[src/pfs_defines.vh]
// Register offsets, field positions and reset values of the pin function selector
`ifndef PFS_DEFINES_VH
`define PFS_DEFINES_VH
// Printed offsets are byte addresses only if all are multiples of four; they are not
`define PFS_P07_INDEX 16'ha057
`define PFS_P10_INDEX 16'ha058
`define PFS_ADDR_W 18
`define PFS_P07_ADDR 18'h2815c
`define PFS_P10_ADDR 18'h28160
`define PFS_SEL_RESET 8'h00
// Port 0 bit 7 fields
`define PFS_P07_TOUCH_KEY 7
`define PFS_P07_I2C_MASTER_CLK 6
`define PFS_P07_I2C_SLAVE2_CLK 5
`define PFS_P07_BUZZER 4
`define PFS_P07_SPI_CLK 3
// Port 1 bit 0 fields
`define PFS_P10_TOUCH_KEY 7
`define PFS_P10_UART2_RX 6
`define PFS_P10_UART1_RX 5
`define PFS_P10_CAPTURE4 4
`define PFS_P10_SPI_MOSI 3
// Fields common to both pins
`define PFS_IRQ_ONE 2
`define PFS_IRQ_ZERO 1
`define PFS_GPIO_EN 0
// AXI responses
`define PFS_RESP_OKAY 2'b00
`define PFS_RESP_SLVERR 2'b10
`endif

[src/pfs_pin_function_select.v]
// Function selector and AXI4-Lite register slave for port 0 bit 7 and port 1 bit 0
// Operation
// - Port 0 bit 7 select register, reset zero
// - Port 1 bit 0 select register, reset zero
// - SPI clock select joins pin to SPI clock
// - Interrupt-one bit feeds pin into interrupt one
// - Interrupt-zero bit feeds pin into interrupt zero
// - Many pins, and both interrupts, allowed together
// - GPIO enable hands pin to GPIO, off at reset
// - Second UART receive taken from port 1 bit 0
// - First UART receive taken from port 1 bit 0
// - Capture channel 4 joined to port 1 bit 0
// - MOSI select joins pin to SPI MOSI
`timescale 1ns/1ps
`include "pfs_defines.vh"
module pfs_pin_function_select
(
  // Clock, reset, enable
  input wire aclk,
  input wire aresetn,
  input wire clk_en,
  // AXI4-Lite write address
  input wire [`PFS_ADDR_W-1:0] s_axi_awaddr,
  input wire s_axi_awvalid,
  output wire s_axi_awready,
  // AXI4-Lite write data
  input wire [31:0] s_axi_wdata,
  input wire [3:0] s_axi_wstrb,
  input wire s_axi_wvalid,
  output wire s_axi_wready,
  // AXI4-Lite write response
  output wire [1:0] s_axi_bresp,
  output wire s_axi_bvalid,
  input wire s_axi_bready,
  // AXI4-Lite read address
  input wire [`PFS_ADDR_W-1:0] s_axi_araddr,
  input wire s_axi_arvalid,
  output wire s_axi_arready,
  // AXI4-Lite read data
  output wire [31:0] s_axi_rdata,
  output wire [1:0] s_axi_rresp,
  output wire s_axi_rvalid,
  input wire s_axi_rready,
  // Port 0 bit 7 pad
  input wire p07_pad_in,
  output wire p07_pad_out,
  output wire p07_pad_oe,
  // Port 1 bit 0 pad
  input wire p10_pad_in,
  output wire p10_pad_out,
  output wire p10_pad_oe,
  // GPIO controller, per pin
  input wire p07_gpio_out,
  input wire p07_gpio_oe,
  output wire p07_gpio_in,
  input wire p10_gpio_out,
  input wire p10_gpio_oe,
  output wire p10_gpio_in,
  // Touch key sense enables
  output wire touch_key_7_enable,
  output wire touch_key_8_enable,
  // I2C master clock line, open drain
  input wire i2c_master_clock_low,
  output wire i2c_master_clock_in,
  // I2C second slave clock line, open drain
  input wire i2c_slave_two_clock_low,
  output wire i2c_slave_two_clock_in,
  // Buzzer waveform
  input wire buzzer_wave,
  // SPI clock
  input wire spi_clock_out,
  input wire spi_clock_oe,
  output wire spi_clock_in,
  // SPI MOSI
  input wire spi_mosi_out,
  input wire spi_mosi_oe,
  output wire spi_mosi_in,
  // UART receive inputs
  output wire second_uart_rx,
  output wire first_uart_rx,
  // Capture/compare module 4 external I/O
  input wire capture4_out,
  input wire capture4_oe,
  output wire capture4_in,
  // Shared pin interrupt condition inputs
  output wire shared_pin_irq_zero_src,
  output wire shared_pin_irq_one_src
);

  // Select registers
  reg [7:0] p07_sel_q;
  reg [7:0] p07_sel_d;
  reg [7:0] p10_sel_q;
  reg [7:0] p10_sel_d;
  // Write channel holding state
  reg aw_held_q;
  reg [`PFS_ADDR_W-1:0] aw_addr_q;
  reg w_held_q;
  reg [7:0] w_data_q;
  reg w_lane0_q;
  reg bvalid_q;
  reg [1:0] bresp_q;
  // Read channel state
  reg rvalid_q;
  reg [31:0] rdata_q;
  reg [1:0] rresp_q;
  // Write fires once both halves are held and no response is pending
  wire wr_fire;
  wire wr_hit;
  // Word index of each address; the register map is laid out in indices
  wire [`PFS_ADDR_W-3:0] aw_word;
  wire [`PFS_ADDR_W-3:0] ar_word;

  // Each half is accepted once, then held until the response goes out.
  // Readies drop while clk_en is low, else a beat would be lost by frozen flops.
  // Limitation: a master must not take a response while clk_en is low,
  // as the frozen valid would then be offered a second time.
  assign s_axi_awready = clk_en & ~aw_held_q & ~bvalid_q;
  assign s_axi_wready = clk_en & ~w_held_q & ~bvalid_q;
  assign wr_fire = aw_held_q & w_held_q & ~bvalid_q;
  assign aw_word = aw_addr_q[`PFS_ADDR_W-1:2];
  assign ar_word = s_axi_araddr[`PFS_ADDR_W-1:2];
  assign wr_hit = (aw_word == `PFS_P07_INDEX) | (aw_word == `PFS_P10_INDEX);
  assign s_axi_bvalid = bvalid_q;
  assign s_axi_bresp = bresp_q;
  // One read at a time: address taken only while no data is pending
  assign s_axi_arready = clk_en & ~rvalid_q;
  assign s_axi_rvalid = rvalid_q;
  assign s_axi_rdata = rdata_q;
  assign s_axi_rresp = rresp_q;

  // Next register values; only byte lane 0 carries the 8-bit field
  always @*
  begin
    p07_sel_d = p07_sel_q;
    p10_sel_d = p10_sel_q;
    if (wr_fire && w_lane0_q)
    begin
      // Plain storage: every bit reads back as written
      if (aw_word == `PFS_P07_INDEX)
        p07_sel_d = w_data_q;
      else if (aw_word == `PFS_P10_INDEX)
        p10_sel_d = w_data_q;
    end
  end

  // Register and bus state; clk_en low freezes everything
  always @(posedge aclk)
  begin
    if (!aresetn)
    begin
      // All selects clear, so GPIO and every function start disabled
      p07_sel_q <= `PFS_SEL_RESET;
      p10_sel_q <= `PFS_SEL_RESET;
      aw_held_q <= 1'b0;
      aw_addr_q <= {`PFS_ADDR_W{1'b0}};
      w_held_q <= 1'b0;
      w_data_q <= 8'h00;
      w_lane0_q <= 1'b0;
      bvalid_q <= 1'b0;
      bresp_q <= 2'b00;
      rvalid_q <= 1'b0;
      rdata_q <= 32'h0000_0000;
      rresp_q <= 2'b00;
    end
    else if (clk_en)
    begin
      p07_sel_q <= p07_sel_d;
      p10_sel_q <= p10_sel_d;
      // Capture write address
      if (s_axi_awvalid && s_axi_awready)
      begin
        aw_held_q <= 1'b1;
        aw_addr_q <= s_axi_awaddr;
      end
      // Capture write data
      if (s_axi_wvalid && s_axi_wready)
      begin
        w_held_q <= 1'b1;
        w_data_q <= s_axi_wdata[7:0];
        w_lane0_q <= s_axi_wstrb[0];
      end
      // Issue the response and free both halves
      if (wr_fire)
      begin
        aw_held_q <= 1'b0;
        w_held_q <= 1'b0;
        bvalid_q <= 1'b1;
        bresp_q <= wr_hit ? `PFS_RESP_OKAY : `PFS_RESP_SLVERR;
      end
      else if (bvalid_q && s_axi_bready)
        bvalid_q <= 1'b0;
      // Read: bits above the byte read zero, unmapped gives SLVERR
      if (s_axi_arvalid && s_axi_arready)
      begin
        rvalid_q <= 1'b1;
        if (ar_word == `PFS_P07_INDEX)
        begin
          rdata_q <= {24'h00_0000, p07_sel_q};
          rresp_q <= `PFS_RESP_OKAY;
        end
        else if (ar_word == `PFS_P10_INDEX)
        begin
          rdata_q <= {24'h00_0000, p10_sel_q};
          rresp_q <= `PFS_RESP_OKAY;
        end
        else
        begin
          rdata_q <= 32'h0000_0000;
          rresp_q <= `PFS_RESP_SLVERR;
        end
      end
      else if (rvalid_q && s_axi_rready)
        rvalid_q <= 1'b0;
    end
  end

  // Port 0 bit 7 pad driver. Fixed priority below is an implementation accident
  // only; software must not set two driving functions at once.
  reg p07_out;
  reg p07_oe;
  always @*
  begin
    p07_out = 1'b0;
    p07_oe = 1'b0;
    if (p07_sel_q[`PFS_P07_SPI_CLK])
    begin
      p07_out = spi_clock_out;
      p07_oe = spi_clock_oe;
    end
    else if (p07_sel_q[`PFS_P07_BUZZER])
    begin
      p07_out = buzzer_wave;
      p07_oe = 1'b1;
    end
    else if (p07_sel_q[`PFS_P07_I2C_MASTER_CLK] | p07_sel_q[`PFS_P07_I2C_SLAVE2_CLK])
    begin
      // Open drain: only ever pull low, the bus pulls high
      p07_out = 1'b0;
      p07_oe = (p07_sel_q[`PFS_P07_I2C_MASTER_CLK] & i2c_master_clock_low) |
               (p07_sel_q[`PFS_P07_I2C_SLAVE2_CLK] & i2c_slave_two_clock_low);
    end
    else if (p07_sel_q[`PFS_GPIO_EN])
    begin
      p07_out = p07_gpio_out;
      p07_oe = p07_gpio_oe;
    end
  end
  assign p07_pad_out = p07_out;
  assign p07_pad_oe = p07_oe;

  // Port 1 bit 0 pad driver; receive selects are input only
  reg p10_out;
  reg p10_oe;
  always @*
  begin
    p10_out = 1'b0;
    p10_oe = 1'b0;
    if (p10_sel_q[`PFS_P10_SPI_MOSI])
    begin
      p10_out = spi_mosi_out;
      p10_oe = spi_mosi_oe;
    end
    else if (p10_sel_q[`PFS_P10_CAPTURE4])
    begin
      p10_out = capture4_out;
      p10_oe = capture4_oe;
    end
    else if (p10_sel_q[`PFS_GPIO_EN])
    begin
      p10_out = p10_gpio_out;
      p10_oe = p10_gpio_oe;
    end
  end
  assign p10_pad_out = p10_out;
  assign p10_pad_oe = p10_oe;

  // Inputs to peripherals; deselected I2C and UART receivers see idle high, the others see low
  assign spi_clock_in = p07_sel_q[`PFS_P07_SPI_CLK] ? p07_pad_in : 1'b0;
  assign i2c_master_clock_in = p07_sel_q[`PFS_P07_I2C_MASTER_CLK] ? p07_pad_in : 1'b1;
  assign i2c_slave_two_clock_in = p07_sel_q[`PFS_P07_I2C_SLAVE2_CLK] ? p07_pad_in : 1'b1;
  assign spi_mosi_in = p10_sel_q[`PFS_P10_SPI_MOSI] ? p10_pad_in : 1'b0;
  assign capture4_in = p10_sel_q[`PFS_P10_CAPTURE4] ? p10_pad_in : 1'b0;
  assign second_uart_rx = p10_sel_q[`PFS_P10_UART2_RX] ? p10_pad_in : 1'b1;
  assign first_uart_rx = p10_sel_q[`PFS_P10_UART1_RX] ? p10_pad_in : 1'b1;
  assign p07_gpio_in = p07_sel_q[`PFS_GPIO_EN] ? p07_pad_in : 1'b0;
  assign p10_gpio_in = p10_sel_q[`PFS_GPIO_EN] ? p10_pad_in : 1'b0;

  // Touch keys; key 8 also needs analog enable elsewhere
  assign touch_key_7_enable = p07_sel_q[`PFS_P07_TOUCH_KEY];
  assign touch_key_8_enable = p10_sel_q[`PFS_P10_TOUCH_KEY];

  // Shared interrupt conditions: OR of every enabled pin, each pin may feed both
  assign shared_pin_irq_one_src = (p07_sel_q[`PFS_IRQ_ONE] & p07_pad_in) |
                                  (p10_sel_q[`PFS_IRQ_ONE] & p10_pad_in);
  assign shared_pin_irq_zero_src = (p07_sel_q[`PFS_IRQ_ZERO] & p07_pad_in) |
                                   (p10_sel_q[`PFS_IRQ_ZERO] & p10_pad_in);

endmodule // pfs_pin_function_select

[config.mk]
export PLATFORM = sky130hd
export DESIGN_NAME = pfs_pin_function_select
export DESIGN_NICKNAME = d
export VERILOG_FILES = /design/src/pfs_pin_function_select.v
export VERILOG_INCLUDE_DIRS = /design/src
export SDC_FILE = /design/constraint.sdc
export NUM_CORES = 1
export LEC_CHECK = 0
export ABC_AREA = 1
export BUFFER_PORTS_ARGS = -buffer_cell sky130_fd_sc_hd__buf_2
export CAP_MARGIN = 5
export CORE_ASPECT_RATIO = 1.2
export CORE_MARGIN = 4
export CORE_UTILIZATION = 45
export DETAILED_ROUTE_END_ITERATION = 12
export HOLD_SLACK_MARGIN = 0.15
export MAX_ROUTING_LAYER = met4
export PLACE_DENSITY = 0.91
export SYNTH_ARGS = -nofsm -noshare
export SYNTH_HDL_FRONTEND = slang
export SYNTH_SLANG_ARGS = --single-unit
[constraint.sdc]
create_clock -name aclk -period 1.6 [get_ports aclk]
set_input_delay 0.08 -clock aclk [delete_from_list [all_inputs] [get_ports aclk]]
set_output_delay 0.08 -clock aclk [all_outputs]
set_load 0.005 [all_outputs]
## Word level (Yosys, flattened, before mapping)

Cells that the tools add are included.

- Register bits: 83
- Input bits: 95
- Output and inout bits: 58
- Word-level logic and storage cells: 95

- Equality and inequality tests: 4
- Muxes and demuxes: 36
- Bitwise logic cells: 23
- Reductions and logical operators: 20

Operators with widths:

| operator | number |
|---|---|
| $eq 16x16->1 const B | 4 |
| $mux 1 | 31 |
| $mux 8 | 2 |
| $reduce_and 2->1 | 8 |
| $and 1x1->1 | 13 |
| $reduce_bool 2->1 | 4 |
| $logic_and 1x1->1 | 6 |
| $mux 2 | 3 |
| $not 1->1 | 5 |
| $or 1x1->1 | 5 |
| $reduce_and 4->1 | 1 |
| $reduce_and 3->1 | 1 |

## Logic depth before layout (Yosys ltp)

- Depth after elaboration: 6
- Gate-level depth with buffers: 9
- Depth with buffers taken out: 8

## Least setup slack after synthesis

No wires, ideal clock.

- Kind: flip-flop to flip-flop
- Start point: register bvalid_q, in the netlist s_axi_bvalid
- End point: register w_data_q[3]
- Arrival: 1.125 ns
- Data required time: 1.481 ns
- Slack: 0.356 ns
- Stages on the path, launching flop included: 8
- Buffers on the path: 1
- Cells stage by stage: dfxtp_1 > inv_1 > nand2_2 > nor2_1 > nand2_1 > buf_4 > o21ai_0 > a21oi_1

- Longest elaborated chain between the ends: 4

RTL lines:

| item | RTL line | source |
|---|---|---|
| start, declared | pfs_pin_function_select.v:101 | `reg bvalid_q;` |
| start signal, assigned | pfs_pin_function_select.v:160 | `bvalid_q <= 1'b0;` |
| start signal, assigned | pfs_pin_function_select.v:188 | `bvalid_q <= 1'b1;` |
| start signal, assigned | pfs_pin_function_select.v:192 | `bvalid_q <= 1'b0;` |
| $not 1->1 | pfs_pin_function_select.v:119 | `assign s_axi_wready = clk_en & ~w_held_q & ~bvalid_q;` |
| $and 1x1->1 | pfs_pin_function_select.v:119 |  |
| via s_axi_wready | pfs_pin_function_select.v:30 | `output wire s_axi_wready,` |
| $logic_and 1x1->1 | pfs_pin_function_select.v:177 | `if (s_axi_wvalid && s_axi_wready)` |
| $reduce_and 2->1 (no source line) | n/a |  |
| end signal, assigned | pfs_pin_function_select.v:180 | `w_data_q <= s_axi_wdata[7:0];` |
| end, declared | pfs_pin_function_select.v:99 | `reg [7:0] w_data_q;` |

The timed path passes the listed nets, and every way through them passes these cells.
A chain may end at the register's enable or synchronous reset.

## Worst setup path after layout

- Start point: register p07_sel_q[0]
- End point: output port p07_pad_oe

- Longest elaborated chain between the ends: 4

RTL lines:

| item | RTL line | source |
|---|---|---|
| start, declared | pfs_pin_function_select.v:91 | `reg [7:0] p07_sel_q;` |
| start signal, assigned | pfs_pin_function_select.v:153 | `` p07_sel_q <= `PFS_SEL_RESET; `` |
| start signal, assigned | pfs_pin_function_select.v:168 | `p07_sel_q <= p07_sel_d;` |
| $mux 1 | pfs_pin_function_select.v:243 | `` else if (p07_sel_q[`PFS_GPIO_EN]) `` |
| $mux 1 | pfs_pin_function_select.v:236 | `` else if (p07_sel_q[`PFS_P07_I2C_MASTER_CLK] \| p07_sel_q[`PFS_P07_I2C_SLAVE2_CLK]) `` |
| $mux 1 | pfs_pin_function_select.v:231 | `` else if (p07_sel_q[`PFS_P07_BUZZER]) `` |
| $mux 1 | pfs_pin_function_select.v:226 | `` if (p07_sel_q[`PFS_P07_SPI_CLK]) `` |
| end, declared | pfs_pin_function_select.v:47 | `output wire p07_pad_oe,` |

Every way passes these cells.

==> qor.yml <==
ys_ff_latch: 55
hold_violations: 0
power_density_nw_per_um2: 716
synthArstFlopShare: 0
syn_avg_cell_area_um2: 6.51
rr_worst_depth: 7
cts_buffers: 5
antenna_found_initial: 1
clk_latency_ns: 0.31
vias: 2982
io_buffers: 95
setup_tns_ns: 0
fp-row-count: 31
routed_via_density: 4.63
yosys.area.top_type_share: 0.391
path_class: "register to output pin"
synth_edf_count: 0
ant_nets: 0
cts_max_path_buffers: 2
postSynthCellCount: 432
drive_gt1_frac: 0.212
yosysTopAreaCell: "dfxtp_1"
crit_arrival_ns: 1.33
ff2ff_setup_slack_ns: 0.22
maxCapViolCount: 0
yosys.cell_types.count: 22
firstDrtPassIters: 4
cts_root_buf: "clkbuf_8"
min_period_ns: 1.41
grt_start_max_net_pins: 30
postPlaceCellArea_um2: 3290
slowest_delay_ns: 0.37
cp_num_buf_inv: 2
synthTopCellsByCount: "87 x nor2_1, 85 x nand2_1, 55 x dfxtp_1"
ios: 153
fin_nets: 655
gr-usage-all-layers: 0.204
clk_pin_slew_worst_paths_ns: 0.11
ys_warn_count: 0
fin_area_um2: 3710
routed_wl_um: 7460
grt-ovfl-total: 0
htree_num_levels: 2
hold_class: "input port to register"
nFillCells: 559
yosysMostFrequentCell: "nor2_1"
skew_ns: 0.0112
die-area_um2: 7590
dpl.hpwl_um: 5250
synth_area_um2: 2810
area_delta_synth_final_pct: 32.0
reg2reg_to: "p10_sel_q[4]"
p_leak_nw: 1.87
cpMaxStageDelayCell: "dfxtp_1"
drc_errors: 0
fin_crit_sh: 0.879
start_util: 0.465
cp_max_fo: 3
slew_viol_final: 0
cts_setup_buffers: 0
drtIter0Drc: 132
start_kind: "register"
hold_path_depth: 5
die_height_um: 94.6
wl_per_cell_um: 11.6
grt_pass1_wl_um: 12100
vdd_drop_max_uv: 621
critical_path.top_delay_family: "flip-flops"
status: "finished clean"
rsz0062_at_grt: "false"
yosys-top-cells-area: "dfxtp_1 39%, nor2_1 12%, nand2_1 11%"
cp.required_ns: 1.52
final_core_util: 0.614
cp-end-kind: "output pin"
grt_pass1_vias: 2757
ys.flop_type: "dfxtp_1"
cts_tree: "done"
finalSetupViolations: 0
r2r_start: "aw_held_q"
gp_congestion: 0.840
dieWidth_um: 80.2
ys_seq_area_frac: 0.391
min_to: "s_axi_rvalid"
clkSinkCount: 55
max_freq_ghz: 0.711
core_um2: 6050
cp_cell_sequence: "inv_1 > nor3_1 > nand2_1 > a41oi_1 > buf_2"
worst_hold_startpoint: "clk_en"
tightest hold or removal path: stages:
cell and delay [ns]:
buf_2 0.12, inv_1 0.05, nor2_1 0.04, nand2_1 0.07
a21oi_1 0.06
report_power, final:
part / switching, mW / leakage, nW / internal, mW / total (mW)
Combinational: 0.216 / 1.37 / 0.198 / 0.414
Sequential: 0.0353 / 0.450 / 1.43 / 1.47
Clock: 0.463 / 0.0443 / 0.314 / 0.777
area by class of cell:
cell class / count / area, um^2 / share of cell area
antenna: 1 / 2.50 / 0.000674
clock buffer: 5 / 68.8 / 0.0185
clock inverter: 3 / 25.0 / 0.00674
tap: 82 / 103 / 0.0276
inverter: 54 / 203 / 0.0546
multi-input combinational: 310 / 1370 / 0.368
sequential: 55 / 1100 / 0.296
timing repair buffer: 134 / 846 / 0.228
cells by family (layout without fill, tap and decap cells):
family | count (synthesis) | in the layout | share of synthesized area
AND/OR/NAND/NOR | 219 | 219 | 0.320
buffers and inverters | 92 | 196 | 0.164
AO/OA/AOI/OAI | 65 | 65 | 0.124
flip-flops | 55 | 55 | 0.391
other | 1 | 27 | 0.00133
placed cells by master, fill, tap and decap left out, drive strengths merged:
cell         Yosys  final
buf             32    103
nor2            91     91
nand2           86     86
dfxtp           55     55
inv             52     52
nand3           39     39
o21ai           32     32
dlygate4sd3      0     31
conb             1     26
a21oi           24     24
o21a             8      8
clkbuf           6      5
clkinv           2      4
nor3             2      2
diode            0      1
a41oi            1      1
nand3b           1      1
clkinvlp         0      1
registers in the layout, indices dropped and copies added (netlist names):
name,flops
s_axi_rresp,1
p07_sel_q,8
w_data_q,8
w_held_q,1
aw_addr_q,16
p10_sel_q,8
w_lane0_q,1
s_axi_bvalid,1
s_axi_rvalid,1
s_axi_bresp,1
s_axi_rdata,8
aw_held_q,1
worst max path at each step:
stage                    to  cells after the start    startpoint
3_5_place_dp   p10_sel_q[4]                      7     aw_held_q
6_report         p07_pad_oe                      5  p07_sel_q[0]
5_1_grt        p07_sel_q[7]                      8  aw_addr_q[8]
3_3_place_gp   p10_sel_q[5]                      8  s_axi_bvalid
2_1_floorplan   w_data_q[3]                      7  s_axi_bvalid
4_1_cts        p10_sel_q[7]                      7     aw_held_q
per-layer routing:
| metal | share of wire | vias up | global-route usage |
|---|---|---|---|
| li1 | - | 1551 | - |
| met1 | 0.38 | 1310 | 0.212 |
| met2 | 0.52 | 109 | 0.376 |
| met3 | 0.078 | 12 | 0.0458 |
| met4 | 0.016 | 0 | 0.0690 |
| met5 | 0 | - | - |
timing repair:
item / 4_1_cts / 5_1_grt
resized for setup: 0 / 4
hold endpoints to repair: 28 / 0
setup endpoints to repair: 0 / 7
hold buffers: 31 / 0
metrics by stage:
step	power [mW]	setup slack (ns)	hold slack, ns	std cells
after floorplan	1.74	0.356	0.223	457
after global placement	1.83	0.204	0.328	604
after detailed placement	1.84	0.169	0.338	604
after CTS	2.67	0.144	0.154	643
after global routing	2.82	0.0386	0.197	644
final	2.66	0.193	0.167	644
Power figures use the tool's default switching activity.
